===== src/hw/aifs_pkg.sv =====
package aifs_pkg;
  localparam int CH_N = 6;
  localparam int DW = 16;
  localparam int AW = 4;
  localparam int AL_N = 5;
  // channel condition word bit positions
  localparam int ST_HH = 0;
  localparam int ST_LL = 1;
  localparam int ST_H = 2;
  localparam int ST_L = 3;
  localparam int ST_RATE = 4;
  localparam int ST_OVR = 5;
  localparam int ST_UND = 6;
  localparam int ST_CAL = 7;
  // module summary word bit positions
  localparam int MW_AG = 15;
  localparam int MW_IG = 14;
  localparam int MW_CALIB = 12;
  localparam int MW_CALF = 11;
  localparam logic [15:0] CHF_CAL = 16'h003f;
  localparam logic [15:0] CHF_COMM = 16'hffff;
  localparam int INT_UND_TOP = 15;
  localparam int INT_OVR_TOP = 14;
  // register indices
  localparam logic [AW-1:0] A_CTRL = 4'h0;
  localparam logic [AW-1:0] A_UNLATCH = 4'h1;
  localparam logic [AW-1:0] A_MOD = 4'h2;
  localparam logic [AW-1:0] A_CHF = 4'h3;
  localparam logic [AW-1:0] A_INT = 4'h4;
  localparam logic [AW-1:0] A_ST0 = 4'h8;
  localparam int CTRL_INT = 0;
  localparam int CTRL_LAT_LSB = 8;
  localparam logic [15:0] CTRL_RST = 16'h0000;

  typedef struct packed {
    logic valid;
    logic [2:0] chan;
    logic [DW-1:0] value;
  } aifs_sample_t;

  typedef struct packed {
    logic [DW-1:0] hh;
    logic [DW-1:0] hi;
    logic [DW-1:0] lo;
    logic [DW-1:0] ll;
    logic [DW-1:0] dband;
    logic [DW-1:0] rate;
    logic [DW-1:0] span_min;
    logic [DW-1:0] span_max;
  } aifs_limits_t;

  typedef struct packed {
    logic [15:0] mod_w;
    logic [15:0] chf_w;
    logic [15:0] int_w;
    logic [CH_N-1:0][7:0] st;
  } aifs_words_t;

  typedef struct packed {
    logic [CH_N-1:0][7:0] status;
    logic [CH_N-1:0][AL_N-1:0] rel;
    logic [CH_N-1:0][DW-1:0] prev;
    logic [CH_N-1:0] seen;
    logic int_mode;
    logic [CH_N-1:0] latch;
    aifs_words_t words;
    logic upd;
    logic [15:0] rdata;
  } aifs_state_t;
endpackage : aifs_pkg


===== src/hw/aifs_status.sv =====
// Notes on behaviour
// float mode: channel at or below span minimum sets bit 6 and fault bit
// float mode: channel at or above span maximum sets bit 5 and fault bit
// failed calibration sets bit 7 and module calibration fault bit 11
// rate alarm bit 4 sets above rate limit, clears below it if unlatched
// low alarm bit 3 sets below low limit, clears above trigger point
// high alarm bit 2 sets above high limit, clears below trigger point
// low-low alarm bit 1 sets below low-low limit, clears above it
// high-high alarm bit 0 sets above high-high limit, clears below it
// set process alarm holds while input stays within the deadband
// latched alarm holds until the controller issues an unlatch
// module word: bit 15, 14, 12, 11 used; 13, 10, 9, 8 zero
// both group fault bits follow any set channel fault bit
// any channel calibrating sets bit 12 and, without a comm fault, forces channel word 003f
// owner communication fault forces channel fault word to ffff
// channel fault bits 0 to 5 map to channels 0 to 5
// integer mode: one shared word, range flags only, no alarms
// integer word: underrange at 15-2n, overrange at 14-2n
// integer mode range flags also set the channel fault bit
// integer mode still reports module calibration fault
// words go out together with each channel data update
// bits evaluated per sample; summaries registered, derived from the new channel bits and the calibration and comm inputs
// unlatch clears only once the alarm condition is gone
`timescale 1ns/1ps
module aifs_status
  import aifs_pkg::*;
(
  input wire logic i_clk,
  input wire logic i_rst_b,
  input wire logic i_ce,
  input wire aifs_sample_t i_smp,
  input wire aifs_limits_t i_lim,
  input wire logic [CH_N-1:0] i_cal_active,
  input wire logic [CH_N-1:0] i_cal_fail,
  input wire logic i_comm_fault,
  input wire logic [AW-1:0] i_addr,
  input wire logic [15:0] i_wdata,
  input wire logic i_wr,
  input wire logic i_rd,
  output aifs_words_t o_words,
  output logic o_update,
  output logic [15:0] o_rdata
);
  // refuse, while elaborating, sizes that the fixed word layouts cannot hold
  if (CH_N < 1 || CH_N > 6 || DW < 2) begin : g_bad_size
    $error("aifs_status: unsupported channel count or width");
  end

  aifs_state_t s_reg;
  aifs_state_t s_next;
  logic [CH_N-1:0] unl_mask;
  logic [CH_N-1:0][7:0] st_nx;
  logic [CH_N-1:0][AL_N-1:0] rel_nx;

  assign unl_mask = (i_wr && i_addr == A_UNLATCH) ?
                    i_wdata[CH_N-1:0] : '0;

  function automatic logic signed [DW+1:0] sx(input logic [DW-1:0] a);
    sx = {{2{a[DW-1]}}, a};
  endfunction : sx

  for (genvar c = 0; c < CH_N; c++) begin : g_ch
    logic hit;
    logic signed [DW+1:0] v;
    logic signed [DW+1:0] diff;
    logic [DW+1:0] mag;
    logic [AL_N-1:0] set5;
    logic [AL_N-1:0] rel5;
    logic [AL_N-1:0] gone;
    logic [AL_N-1:0] clr;
    logic [AL_N-1:0] alm;
    logic und;
    logic ovr;

    assign hit = i_smp.valid && i_smp.chan == 3'(c);
    assign v = sx(i_smp.value);
    assign diff = v - sx(s_reg.prev[c]);
    assign mag = diff[DW+1] ? $unsigned(-diff) : $unsigned(diff);

    always_comb begin
      set5 = '0;
      rel5 = '1;
      set5[ST_HH] = v > sx(i_lim.hh);
      set5[ST_LL] = v < sx(i_lim.ll);
      set5[ST_H] = v > sx(i_lim.hi);
      set5[ST_L] = v < sx(i_lim.lo);
      // release only once past the limit by the deadband
      rel5[ST_HH] = v < sx(i_lim.hh) - sx(i_lim.dband);
      rel5[ST_LL] = v > sx(i_lim.ll) + sx(i_lim.dband);
      rel5[ST_H] = v < sx(i_lim.hi) - sx(i_lim.dband);
      rel5[ST_L] = v > sx(i_lim.lo) + sx(i_lim.dband);
      // no rate on a channel's first sample: there is nothing to compare
      if (s_reg.seen[c]) begin
        set5[ST_RATE] = mag > {2'b00, i_lim.rate};
        rel5[ST_RATE] = mag < {2'b00, i_lim.rate};
      end else begin
        set5[ST_RATE] = 1'b0;
      end
    end

    assign gone = hit ? rel5 : s_reg.rel[c];
    // unlatch only drops alarms whose condition has gone, see
    assign clr = (hit && !s_reg.latch[c] ? rel5 : '0) |
                 (unl_mask[c] && s_reg.latch[c] ? gone : '0);
    // a new sample that sets wins over any clear in the same cycle
    assign alm = s_reg.int_mode ? '0 :
                 (s_reg.status[c][AL_N-1:0] & ~clr) |
                 (hit ? set5 : '0);
    assign und = hit ? v <= sx(i_lim.span_min) :
                 s_reg.status[c][ST_UND];
    assign ovr = hit ? v >= sx(i_lim.span_max) :
                 s_reg.status[c][ST_OVR];
    assign st_nx[c] = {i_cal_fail[c] && !s_reg.int_mode, und, ovr,
                       alm};
    assign rel_nx[c] = hit ? rel5 : s_reg.rel[c];
  end

  always_comb begin
    s_next = s_reg;
    s_next.upd = i_smp.valid;
    if (i_wr && i_addr == A_CTRL) begin
      s_next.int_mode = i_wdata[CTRL_INT];
      s_next.latch = i_wdata[CTRL_LAT_LSB +: CH_N];
    end
    s_next.status = st_nx;
    s_next.rel = rel_nx;
    for (int c = 0; c < CH_N; c++) begin
      if (i_smp.valid && i_smp.chan == 3'(c)) begin
        s_next.prev[c] = i_smp.value;
        s_next.seen[c] = 1'b1;
      end
    end
    // output words, derived from the new channel bits and the calibration and comm inputs
    s_next.words = '0;
    for (int c = 0; c < CH_N; c++) begin
      s_next.words.chf_w[c] = st_nx[c][ST_UND] |
                              st_nx[c][ST_OVR];
      if (s_reg.int_mode) begin
        s_next.words.int_w[INT_UND_TOP-2*c] =
          st_nx[c][ST_UND];
        s_next.words.int_w[INT_OVR_TOP-2*c] =
          st_nx[c][ST_OVR];
      end else begin
        s_next.words.st[c] = st_nx[c];
      end
    end
    if (i_comm_fault) begin
      s_next.words.chf_w = CHF_COMM;
    end else if (|i_cal_active) begin
      s_next.words.chf_w = CHF_CAL;
    end
    s_next.words.mod_w[MW_AG] = |s_next.words.chf_w;
    s_next.words.mod_w[MW_IG] = |s_next.words.chf_w;
    s_next.words.mod_w[MW_CALIB] = |i_cal_active;
    s_next.words.mod_w[MW_CALF] = |i_cal_fail;
    s_next.rdata = '0;
    if (i_rd) begin
      if (i_addr == A_CTRL) begin
        s_next.rdata[CTRL_INT] = s_reg.int_mode;
        s_next.rdata[CTRL_LAT_LSB +: CH_N] = s_reg.latch;
      end else if (i_addr == A_MOD) begin
        s_next.rdata = s_reg.words.mod_w;
      end else if (i_addr == A_CHF) begin
        s_next.rdata = s_reg.words.chf_w;
      end else if (i_addr == A_INT) begin
        s_next.rdata = s_reg.words.int_w;
      end else if (i_addr >= A_ST0 && i_addr < A_ST0 + AW'(CH_N)) begin
        s_next.rdata = {8'h00, s_reg.words.st[3'(i_addr - A_ST0)]};
      end
    end
  end

  always_ff @(posedge i_clk or negedge i_rst_b) begin
    if (!i_rst_b) begin
      s_reg <= '0;
    end else if (i_ce) begin
      s_reg <= s_next;
    end
  end

  assign o_words = s_reg.words;
  assign o_update = s_reg.upd;
  assign o_rdata = s_reg.rdata;

  logic quiet;
  assign quiet = i_ce && !i_wr && !i_comm_fault && !(|i_cal_active);
endmodule : aifs_status


===== config.mk =====
export PLATFORM = sky130hd
export DESIGN_NAME = aifs_status
export DESIGN_NICKNAME = d
export VERILOG_FILES = /design/src/hw/aifs_pkg.sv /design/src/hw/aifs_status.sv
export SDC_FILE = /design/constraint.sdc
export NUM_CORES = 1
export LEC_CHECK = 0
export ABC_AREA = 0
export ABC_CLOCK_PERIOD_IN_PS = 4000
export BUFFER_PORTS_ARGS = -buffer_cell sky130_fd_sc_hd__buf_2
export CAP_MARGIN = 20
export CELL_PAD_IN_SITES_DETAIL_PLACEMENT = 0
export CELL_PAD_IN_SITES_GLOBAL_PLACEMENT = 1
export CORE_MARGIN = 5
export CORE_UTILIZATION = 42
export CTS_BUF_LIST = sky130_fd_sc_hd__clkbuf_8
export CTS_CLUSTER_SIZE = 16
export DETAILED_ROUTE_END_ITERATION = 10
export PLACE_DENSITY_LB_ADDON = 0.08
export SLEW_MARGIN = 15
export SYNTH_ARGS = -nofsm -noshare
export SYNTH_HDL_FRONTEND = slang
export SYNTH_SLANG_ARGS = --single-unit

===== constraint.sdc =====
create_clock -name i_clk -period 4 [get_ports i_clk]
set_input_delay 0 -clock i_clk [delete_from_list [all_inputs] [get_ports i_clk]]
set_output_delay 0 -clock i_clk [all_outputs]
set_load 0.01 [all_outputs]

==> summary.md, run 1 <==
Critical hold path startpoint: i_smp[3]. Sequential cells burn 19.4% of the power. The count of buffers from port buffering was 278. Via count normalized by instance count: 5.54. Worst-case headroom to the max-slew limit: 37.9%. The detailed router put a total of 45.0 mm of wire on met1. For the maximum achievable frequency, the log shows 229 MHz. For this design the total switching power over the nets is 7.23 mW.

The number of H-tree levels was 2; the violation count after the first detailed-route iteration was 1675. On the final layout, the worst clock skew is 0.0329 ns. After synthesis, the most frequently instantiated cells are ha_1 (422), inv_1 (304), nand2_1 (244). The run gives 63.9% as the combinational power share. The tools report the cell at the root of the clock tree as clkbuf_8.

The floorplan step defined a core boundary enclosing 63200 µm². For the final-report max-slew violation count, the log shows 0. The routed wire length came out at 102 mm. Adding up every negative setup slack in the final design gives -2.20 ns.

The maximum number of pins on one net before global-route repair was 90. Counting flops with a built-in enable in the synthesized netlist gives 0. Summed over all layers, the global routing overflow is 0. dfrtp_1 takes more of the synthesized area than any other cell. The hold slack came out at 0.0484 ns.

The clock insertion delay at the later pin of the skew report came out at 0.66 ns. The synthesized netlist occupies a cell area of 26900 µm². The clock period minus worst slack was 4.36 ns; the slew of the pin with the lowest slew margin was 0.929 ns. The analysis attributes to cell leakage a power of 17.4 nW. Per report_power, the clock group accounts for 16.6% of the total. The first TritonRoute pass finished after 5 iterations. For the number of buffers on the longest clock path, the log shows 3.

For the wire length of the first global-routing pass, the log shows 153 mm. The flip-flop count of the largest register after layout is 156. The tool flagged a number of max-cap violations equal to 0. Counting flops and latches in the post-synthesis netlist gives 238.

The growth of design area from synthesis to finish is 31.5%, and the cell row count is 92. Setup repair after global routing could not meet its margin everywhere. The via count was 26785.

The checks that failed: setup timing. Initial antenna violation count: 6. Setup violations remaining at the end of the flow were counted as 9.

The die extent in y came out at 263 µm. During synthesis, Yosys emitted a total of 0 warnings. The number of clock buffers added by TritonCTS is 48. For the final-layout fill cell count, the log shows 5874. For this run, the total global-route usage over all layers was measured as 27.9%.

The wire-length estimate of the detail-placed layout is 78.5 mm. TritonCTS built the clock tree. The most used flip-flop cell after synthesis is dfrtp_1. The distinct cell type count after synthesis is 98, and the power per unit of standard cell area is 486 nW/µm².

Wire segments on met2 add up to 46.1 mm in the final route. The post-place setup slack is -0.786 ns, and the post-detailed-route wirelength per cell is 21.1 µm. Of the cells placed in the final design, the portion with a size suffix greater than 1 is 31.3%. The via count of the first global-routing pass was 26683. Uppermost signal routing layer after detailed routing: met4. Ranked by total cell area, the synthesized netlist is headed by dfrtp_1 (22%), ha_1 (20%), inv_1 (4.2%), mux2_2 (4.0%), o21ai_0 (4.0%). Synthesis produced a netlist whose cell count is 3205. At the end of routability-driven placement, the weighted congestion stood at 0.913. The amount of wire on met3 after detailed routing is 6.76 mm, and the peak fanout along the critical path is 4. After layout, the worst path uses 109% of the clock period.

The final setup slack of the worst path came out at -0.358 ns. The tools report the initial standard-cell utilization of the core as 42.5%. Tracing the worst setup path back leads to its startpoint at s_reg[126]$_DFFE_PN0P_.

The most frequently used cell type in the post-synthesis netlist is ha_1. After clock tree synthesis, the clock-pin slew on the worst setup and hold paths is 0.06 ns. Net switching is 42.1% of the power.

The worst-case IR drop observed on VDD is 0.293 mV. The logs give 0 for the number of hold violations in the final report and 55.9% for the final core utilization. The tools report the placed instance count as 4634.

Once detail routing completed, the nets flagged for antenna violations numbered 0. Data on the critical path arrives at its endpoint at 4.93 ns. Sequential elements use 22.2% of the synthesized area. The min-delay analysis places its worst path in the category in2reg. Worst reg2reg path startpoint: s_reg[126]$_DFFE_PN0P_. The die is 263 µm wide. The mean post-synth cell area works out to 8.38 µm². The worst setup path is launched from a flip-flop.

Of all flip-flops after synthesis, the portion carrying an async set or reset was 100%. The finished layout holds 4832 standard cells, fillers aside. After synthesis, the largest area contributor takes up 22.2% of total cell area. The boundary pin count was 299; the number of nets in the final layout was 4566. The required time at the worst-slack endpoint is 4.58 ns, and the internal portion of total power is 9.94 mW. The run finished, with violations left. The critical path in this run is classified as reg2reg.

The overall die area is 69100 µm². The number of DRC violations after detailed routing was 0. STA classifies the critical path endpoint as a flip-flop. The number of sinks on the clock net is 238.
==> stage by stage <==
stage | power [mW] | cell area [µm²]
after detailed placement | 13.1 | 32200
after global routing | 18.5 | 35400
after floorplan | 9.49 | 27200
final | 17.2 | 35400
after global placement | 12.8 | 32200
after CTS | 16.5 | 34500
==> area by class of cell <==
| type | count | area, µm² | share of cell area [%] |
|---|---|---|---|
| diodes | 2 | 5.00 | 0.0142 |
| clock inverters | 20 | 171 | 0.485 |
| multi-input cells | 2489 | 20000 | 56.5 |
| inverters | 305 | 1150 | 3.26 |
| flip-flops and latches | 238 | 5960 | 16.8 |
| clock buffers | 66 | 908 | 2.57 |
| well taps | 846 | 1060 | 2.99 |
| repair buffers | 866 | 6120 | 17.3 |
==> final timing paths <==
path                                                to  slack (ns)  cells past startpoint
worst max-delay path            s_reg[226]$_DFFE_PN0P_       -0.36                     24
worst min-delay path            s_reg[145]$_DFFE_PN0P_        0.05                      3
worst max register to register  s_reg[226]$_DFFE_PN0P_       -0.36                     24
worst min register to register  s_reg[250]$_DFFE_PN0P_        0.48                      2
max in group asynchronous       s_reg[193]$_DFFE_PN0P_        3.41                      3
min in group asynchronous       s_reg[207]$_DFFE_PN0P_        0.07                      3
==> repair_timing <==
item / CTS / global route
endpoints found under the setup margin: 16 / 59
pin swaps: 73 / 101
hold buffers: 58 / 0
hold endpoints to repair: 254 / 0
resized for setup: 98 / 165
setup buffers: 26 / 25
cloned: 1 / 0
==> worst max-delay path, stage by stage (launching register included) <==
cell       delay, ns
dfrtp_1         0.39
ha_4            0.16
fa_2            0.23
nor2b_4         0.05
o211a_4         0.24
o21ai_4         0.20
a311oi_2        0.13
o21ai_1         0.14
nand2b_1        0.11
a2111oi_4       0.32
buf_4           0.19
a21o_1          0.18
o21ai_2         0.09
xnor2_1         0.13
ha_1            0.30
a21o_1          0.17
a21oi_2         0.13
nor2_2          0.06
a2111oi_4       0.28
buf_4           0.17
o21ai_2         0.05
a31oi_1         0.12
inv_1           0.07
a41o_1          0.21
a41oi_2         0.13
==> power groups by stage <==
stage          combinational, mW  clock (mW)  sequential (mW)
6_report                    11.0        2.86             3.34
5_1_grt                     12.1        3.03             3.39
4_1_cts                     10.3        2.91             3.33
3_5_place_dp                9.72           0             3.36
3_3_place_gp                9.47           0             3.34
2_1_floorplan               6.31           0             3.18
==> logic make-up after synthesis <==
| group | synth area share [%] |
|---|---|
| compound gates | 21.6 |
| xor+xnor | 6.09 |
| fa+ha+maj | 20.4 |
| buf+inv | 8.47 |
| flops | 22.2 |
| mux | 5.18 |
| other cells | 0.0140 |
| simple gates | 16.0 |
==> layer usage <==
layer	vias to the layer above	track usage, %
met2	769	45.2
met3	190	5.92
met1	12814	37.0
li1	13012	-
met5	-	0
met4	0	10.0
==> layout by cell type, fill, tap and decap left out, types with 24 or more instances in the layout <==
master         instances
buf_4                514
ha_1                 409
inv_1                305
buf_2                275
dfrtp_1              238
nand2_1              237
o21ai_0              175
a21oi_1              173
nor2_1               160
xnor2_1              110
mux2_2                96
a21o_1                78
clkbuf_8              66
xor2_1                65
nor3_1                61
nand3_1               58
dlygate4sd3_1         57
nand4_1               49
o21a_1                47
nor2b_1               46
nand2b_1              39
a21oi_2               37
o2bb2ai_1             33
o21ai_1               30
a31oi_1               29
and3_1                25
o211ai_1              24
(Power assumes the default switching activity.)
==> inputs of run 2 (changes only) <==
--- a/config.mk
+++ b/config.mk
@@ -5,18 +5,19 @@
 export SDC_FILE = /design/constraint.sdc
 export NUM_CORES = 1
 export LEC_CHECK = 0
-export ABC_AREA = 0
+export ABC_AREA = 1
 export ABC_CLOCK_PERIOD_IN_PS = 4000
 export BUFFER_PORTS_ARGS = -buffer_cell sky130_fd_sc_hd__buf_2
 export CAP_MARGIN = 20
 export CELL_PAD_IN_SITES_DETAIL_PLACEMENT = 0
 export CELL_PAD_IN_SITES_GLOBAL_PLACEMENT = 1
 export CORE_MARGIN = 5
-export CORE_UTILIZATION = 42
+export CORE_UTILIZATION = 40
 export CTS_BUF_LIST = sky130_fd_sc_hd__clkbuf_8
 export CTS_CLUSTER_SIZE = 16
 export DETAILED_ROUTE_END_ITERATION = 10
 export PLACE_DENSITY_LB_ADDON = 0.08
+export REMOVE_ABC_BUFFERS = 1
 export SLEW_MARGIN = 15
 export SYNTH_ARGS = -nofsm -noshare
 export SYNTH_HDL_FRONTEND = slang
==> run 2 against run 1 <==
  * The flow now finishes without violations
  * Sequential power fell by 5%
  * Global-route usage fell by 1.8 points
  * Largest cell class unchanged
  * First-iteration DRC count rose by 21%
  * Critical path depth did not move
  * Worst setup slack improved by 0.68 ns
  * Synthesized cell count rose by 36%
  * Combinational power fell by 17%
  * Die area rose by 12%
  * Count of clock-buffer cells in the layout fell by 10
==> summary.md, run 2 <==
The maximum number of pins on one net before global-route repair is 96 (+6.7%). The synthesized netlist cell count came out at 4358 (+36%). The routed wire length came out at 104 mm (+2.1%). From synthesis to final layout, the design area changed by 14.4%. The total power was 14.9 mW (-13%). The total number of yosys warnings was 0 (unchanged); the fraction of the cycle the final worst path needs was 91.9% (-17 points). The post-synthesis async set-or-reset flop share is 100% (unchanged), and the detailed-routing iteration count for the pre-antenna-repair pass is 8 (+3). The post-place setup slack came out at 0.141 ns (+0.927 ns).

The worst-case headroom to the max-slew limit is 46.6% (+8.8 points), and the boundary pin count is 299 (unchanged). The number of enable flip-flop cells after synthesis was 0 (unchanged); the wire length of the first global-routing pass was 159 mm (+3.8%). The cell row count is 98 (+6.5%), and the total setup violations reported at the end of the flow is 0 (-9).

Commonest non-fill, non-tap cell in the layout: nand2_1. The violation count after the first detailed-route iteration came out at 2031 (+21%). The die extent in y is 278 µm (+5.9%), and the flip-flop count of the largest register after layout is 156 (unchanged). The part of the Yosys area used for sequential elements is 20.7% (-1.5 points). The count of buffers from port buffering is 278 (unchanged), and the required time at the worst-slack endpoint is 4.53 ns (-0.05 ns). Yosys instantiated no cell more often than nand2_1. The top cell type's share of synthesized area was 20.7% (-1.5 points); the peak fanout along the critical path was 3 (-1).

For the weighted congestion at the end of routability-driven global placement, the log shows 0.886 (-3.0%). The placement-stage cell area was 31200 µm² (-3.0%). The fraction of layout instances using a drive strength above 1 came out at 12.4% (-19 points). The final-report max-slew violation count was 0 (unchanged). TritonCTS built the clock tree.

The tools report the final setup slack of the worst path as 0.322 ns (+0.680 ns). Mean post-synth cell area: 6.62 µm² (-21%). The cell at the root of the clock tree was clkbuf_8.

Number of hold violations in the final report: 0 (unchanged). For the total global routing track utilization, the log shows 26.1% (-1.8 points). The commonest cells after synthesis are nand2_1 (1212), inv_1 (690), ha_1 (422).

The via count is 28326 (+5.8%). dfrtp_1 takes more of the synthesized area than any other cell. The via count normalized by instance count is 4.98 (-10%). Setup repair after global routing could not meet its margin everywhere. The number of H-tree levels is 2 (unchanged).

The number of max-cap violations was 0 (unchanged); the total global routing overflow was 0 (unchanged). Kind of end point of the critical path: a flip-flop. For the number of sinks on the clock net, the log shows 238 (unchanged).

The post-DP HPWL is 84.0 mm (+7.0%). The clock period minus worst slack works out to 3.68 ns (-0.680 ns). Most used flip-flop cell after synthesis: dfrtp_1. The run gives 33000 µm² (-6.7%) as the total non-filler cell area in the finished layout. The initial standard-cell utilization of the core was 40.3% (-2.2 points).

The overall die area was 77500 µm² (+12%). The number of storage elements in the synthesis netlist is 238 (unchanged). The final-layout fill cell count is 7694 (+31%), and the remaining antenna violation count after routing is 0 (unchanged). The tools report the number of nets in the final layout as 5315 (+16%). The clock buffer count from CTS came out at 48 (unchanged). The element type at the critical path start was a flip-flop. The data arrival time at the worst-slack endpoint is 4.21 ns (-0.72 ns), and the clock transition time at the flip-flop clock pins of the worst setup and hold paths is 0.06 ns (about the same). The number of DRC violations after detailed routing came out at 0 (unchanged). The logs give 0.0581 ns (+0.0253 ns) for the final clock skew and 272 MHz (+18%) for the maximum achievable frequency.

The kind of path behind the tightest hold check is in2async. The number of buffers on the longest clock path came out at 3 (unchanged). The reported leakage power is 18.4 nW (+6.0%), and the via count of the first global-routing pass is 27573 (+3.3%).

The critical path is of the reg2reg type. Combined area of all synthesized cells: 28800 µm² (+7.3%). The power per unit of standard cell area is 453 nW/µm² (-6.8%). The die width is 278 µm (+5.9%). The slew of the pin with the lowest slew margin was 0.800 ns (-0.128 ns); the initial antenna violation count was 7 (+1).

The tools report the maximum vdd ir drop as 0.280 mV (-4.4%). The run gives 46.2% (-9.8 points) as the final core utilization. The top cell types in the final layout, fill and taps aside, are nand2_1 (1204), inv_1 (704), ha_1 (421).

The run finished with clean final reports. Area inside the core boundary: 71500 µm² (+13%). The post-detailed-route wirelength per cell came out at 18.3 µm (-13%). For the clock insertion delay at the later pin of the skew report, the log shows 0.68 ns (+0.02 ns). Yosys attributes the largest share of cell area to dfrtp_1 (21%), ha_1 (18%), nand2_1 (16%), inv_1 (9.0%), a21oi_1 (5.1%).

The run gives 65 (-34%) as the distinct cell type count after synthesis.
[run 2: cell count changes after synthesis, sizes merged, moves of 42 or more]
cell,previous run,this run
nand2,244,1238
o21ai,222,285
nand2b,43,1
mux2,96,7
xnor2,117,44
a21oi,212,301
nor2b,58,1
inv,304,699
nand3,63,221
a21o,79,6
nor2,174,299
[run 2: worst max-delay path: stages, from the launching register on]
cell and delay [ns]:
dfrtp_1 0.40, ha_1 0.24, fa_2 0.58, ha_1 0.17
and2_1 0.15, nand3_1 0.12, clkinv_1 0.06, nand2_1 0.07
nor2_2 0.10, nand3_1 0.11, nor2_2 0.18, nor2_1 0.07
xor2_1 0.14, inv_1 0.06, ha_1 0.27, nand2_1 0.08
nor2_1 0.05, a211oi_1 0.18, nand2_1 0.08, a21boi_0 0.16
nand2_1 0.07, nand2_1 0.09, nand2_1 0.05, nand2_1 0.05
nand2_1 0.05
[run 2: cell families after synthesis]
kind of cell    Yosys count  share of synthesized area, %
simple gates           1930                          28.2
other cells               1                        0.0130
xor+xnor                155                          4.94
flops                   238                          20.7
fa+ha+maj               432                          19.0
buf+inv                 875                          13.0
compound gates          720                          13.8
mux                       7                         0.273
[run 2: layout make-up]
type	instances	area [µm²]	area share (%)
Clock buffer	56	771	2.34
Antenna cell	3	7.51	0.0228
Tap cell	950	1190	3.60
Sequential cell	238	5960	18.1
Inverter	701	2640	7.99
Multi-Input combinational cell	3260	19300	58.4
Timing Repair Buffer	448	2970	9.00
Clock inverter	28	210	0.637
[run 2: path summary, 6_finish.rpt]
| check | start | end | slack [ns] | depth (start not counted) |
|---|---|---|---|---|
| setup reg to reg | s_reg[142]$_DFFE_PN0P_ | o_words[12]$_DFFE_PN0P_ | 0.32 | 24 |
| min in group i_clk | i_cal_fail[2] | o_words[23]$_DFFE_PN0P_ | 0.12 | 3 |
| hold / removal | i_rst_b | o_words[35]$_DFFE_PN0P_ | 0.02 | 2 |
| hold reg to reg | s_reg[123]$_DFFE_PN0P_ | s_reg[123]$_DFFE_PN0P_ | 0.46 | 1 |
| setup / recovery | s_reg[142]$_DFFE_PN0P_ | o_words[12]$_DFFE_PN0P_ | 0.32 | 24 |
| max in group asynchronous | i_rst_b | s_reg[173]$_DFFE_PN0P_ | 2.89 | 3 |
[run 2: metal layers]
layer,global-route usage (%),vias to the layer above,share of wire (%),routed length [µm]
met3,4.91,129,5.7,5940
met2,43.7,635,45,47300
met4,6.57,4,2.6,2710
met1,34.9,12862,46,48000
met5,0,-,0.026,27
li1,-,14696,-,-
[run 2: report_power, final]
part           switching, mW  internal, mW  leakage, nW  total [mW]
Clock                   1.26          1.42        0.564        2.68
Sequential             0.290          2.88         2.95        3.17
Combinational           5.57          3.51         14.9        9.08
Total                   7.12          7.82         18.4        14.9
[run 2: through the flow]
stage               instances  hold slack, ns  setup TNS, ns
floorplan                4199          -0.296              0
global placement         5523          0.0883              0
detailed placement       5523          0.0935              0
CTS                      5670         0.00821              0
global route             5683          0.0583        -0.0411
finish                   5684          0.0151              0
[run 2: timing repair]
| item | in CTS | in global routing |
|---|---|---|
| hold buffers | 63 | 0 |
| resized for setup | 0 | 28 |
| endpoints found under the hold margin | 260 | 0 |
| setup endpoints to repair | 0 | 11 |
| setup buffers | 0 | 11 |
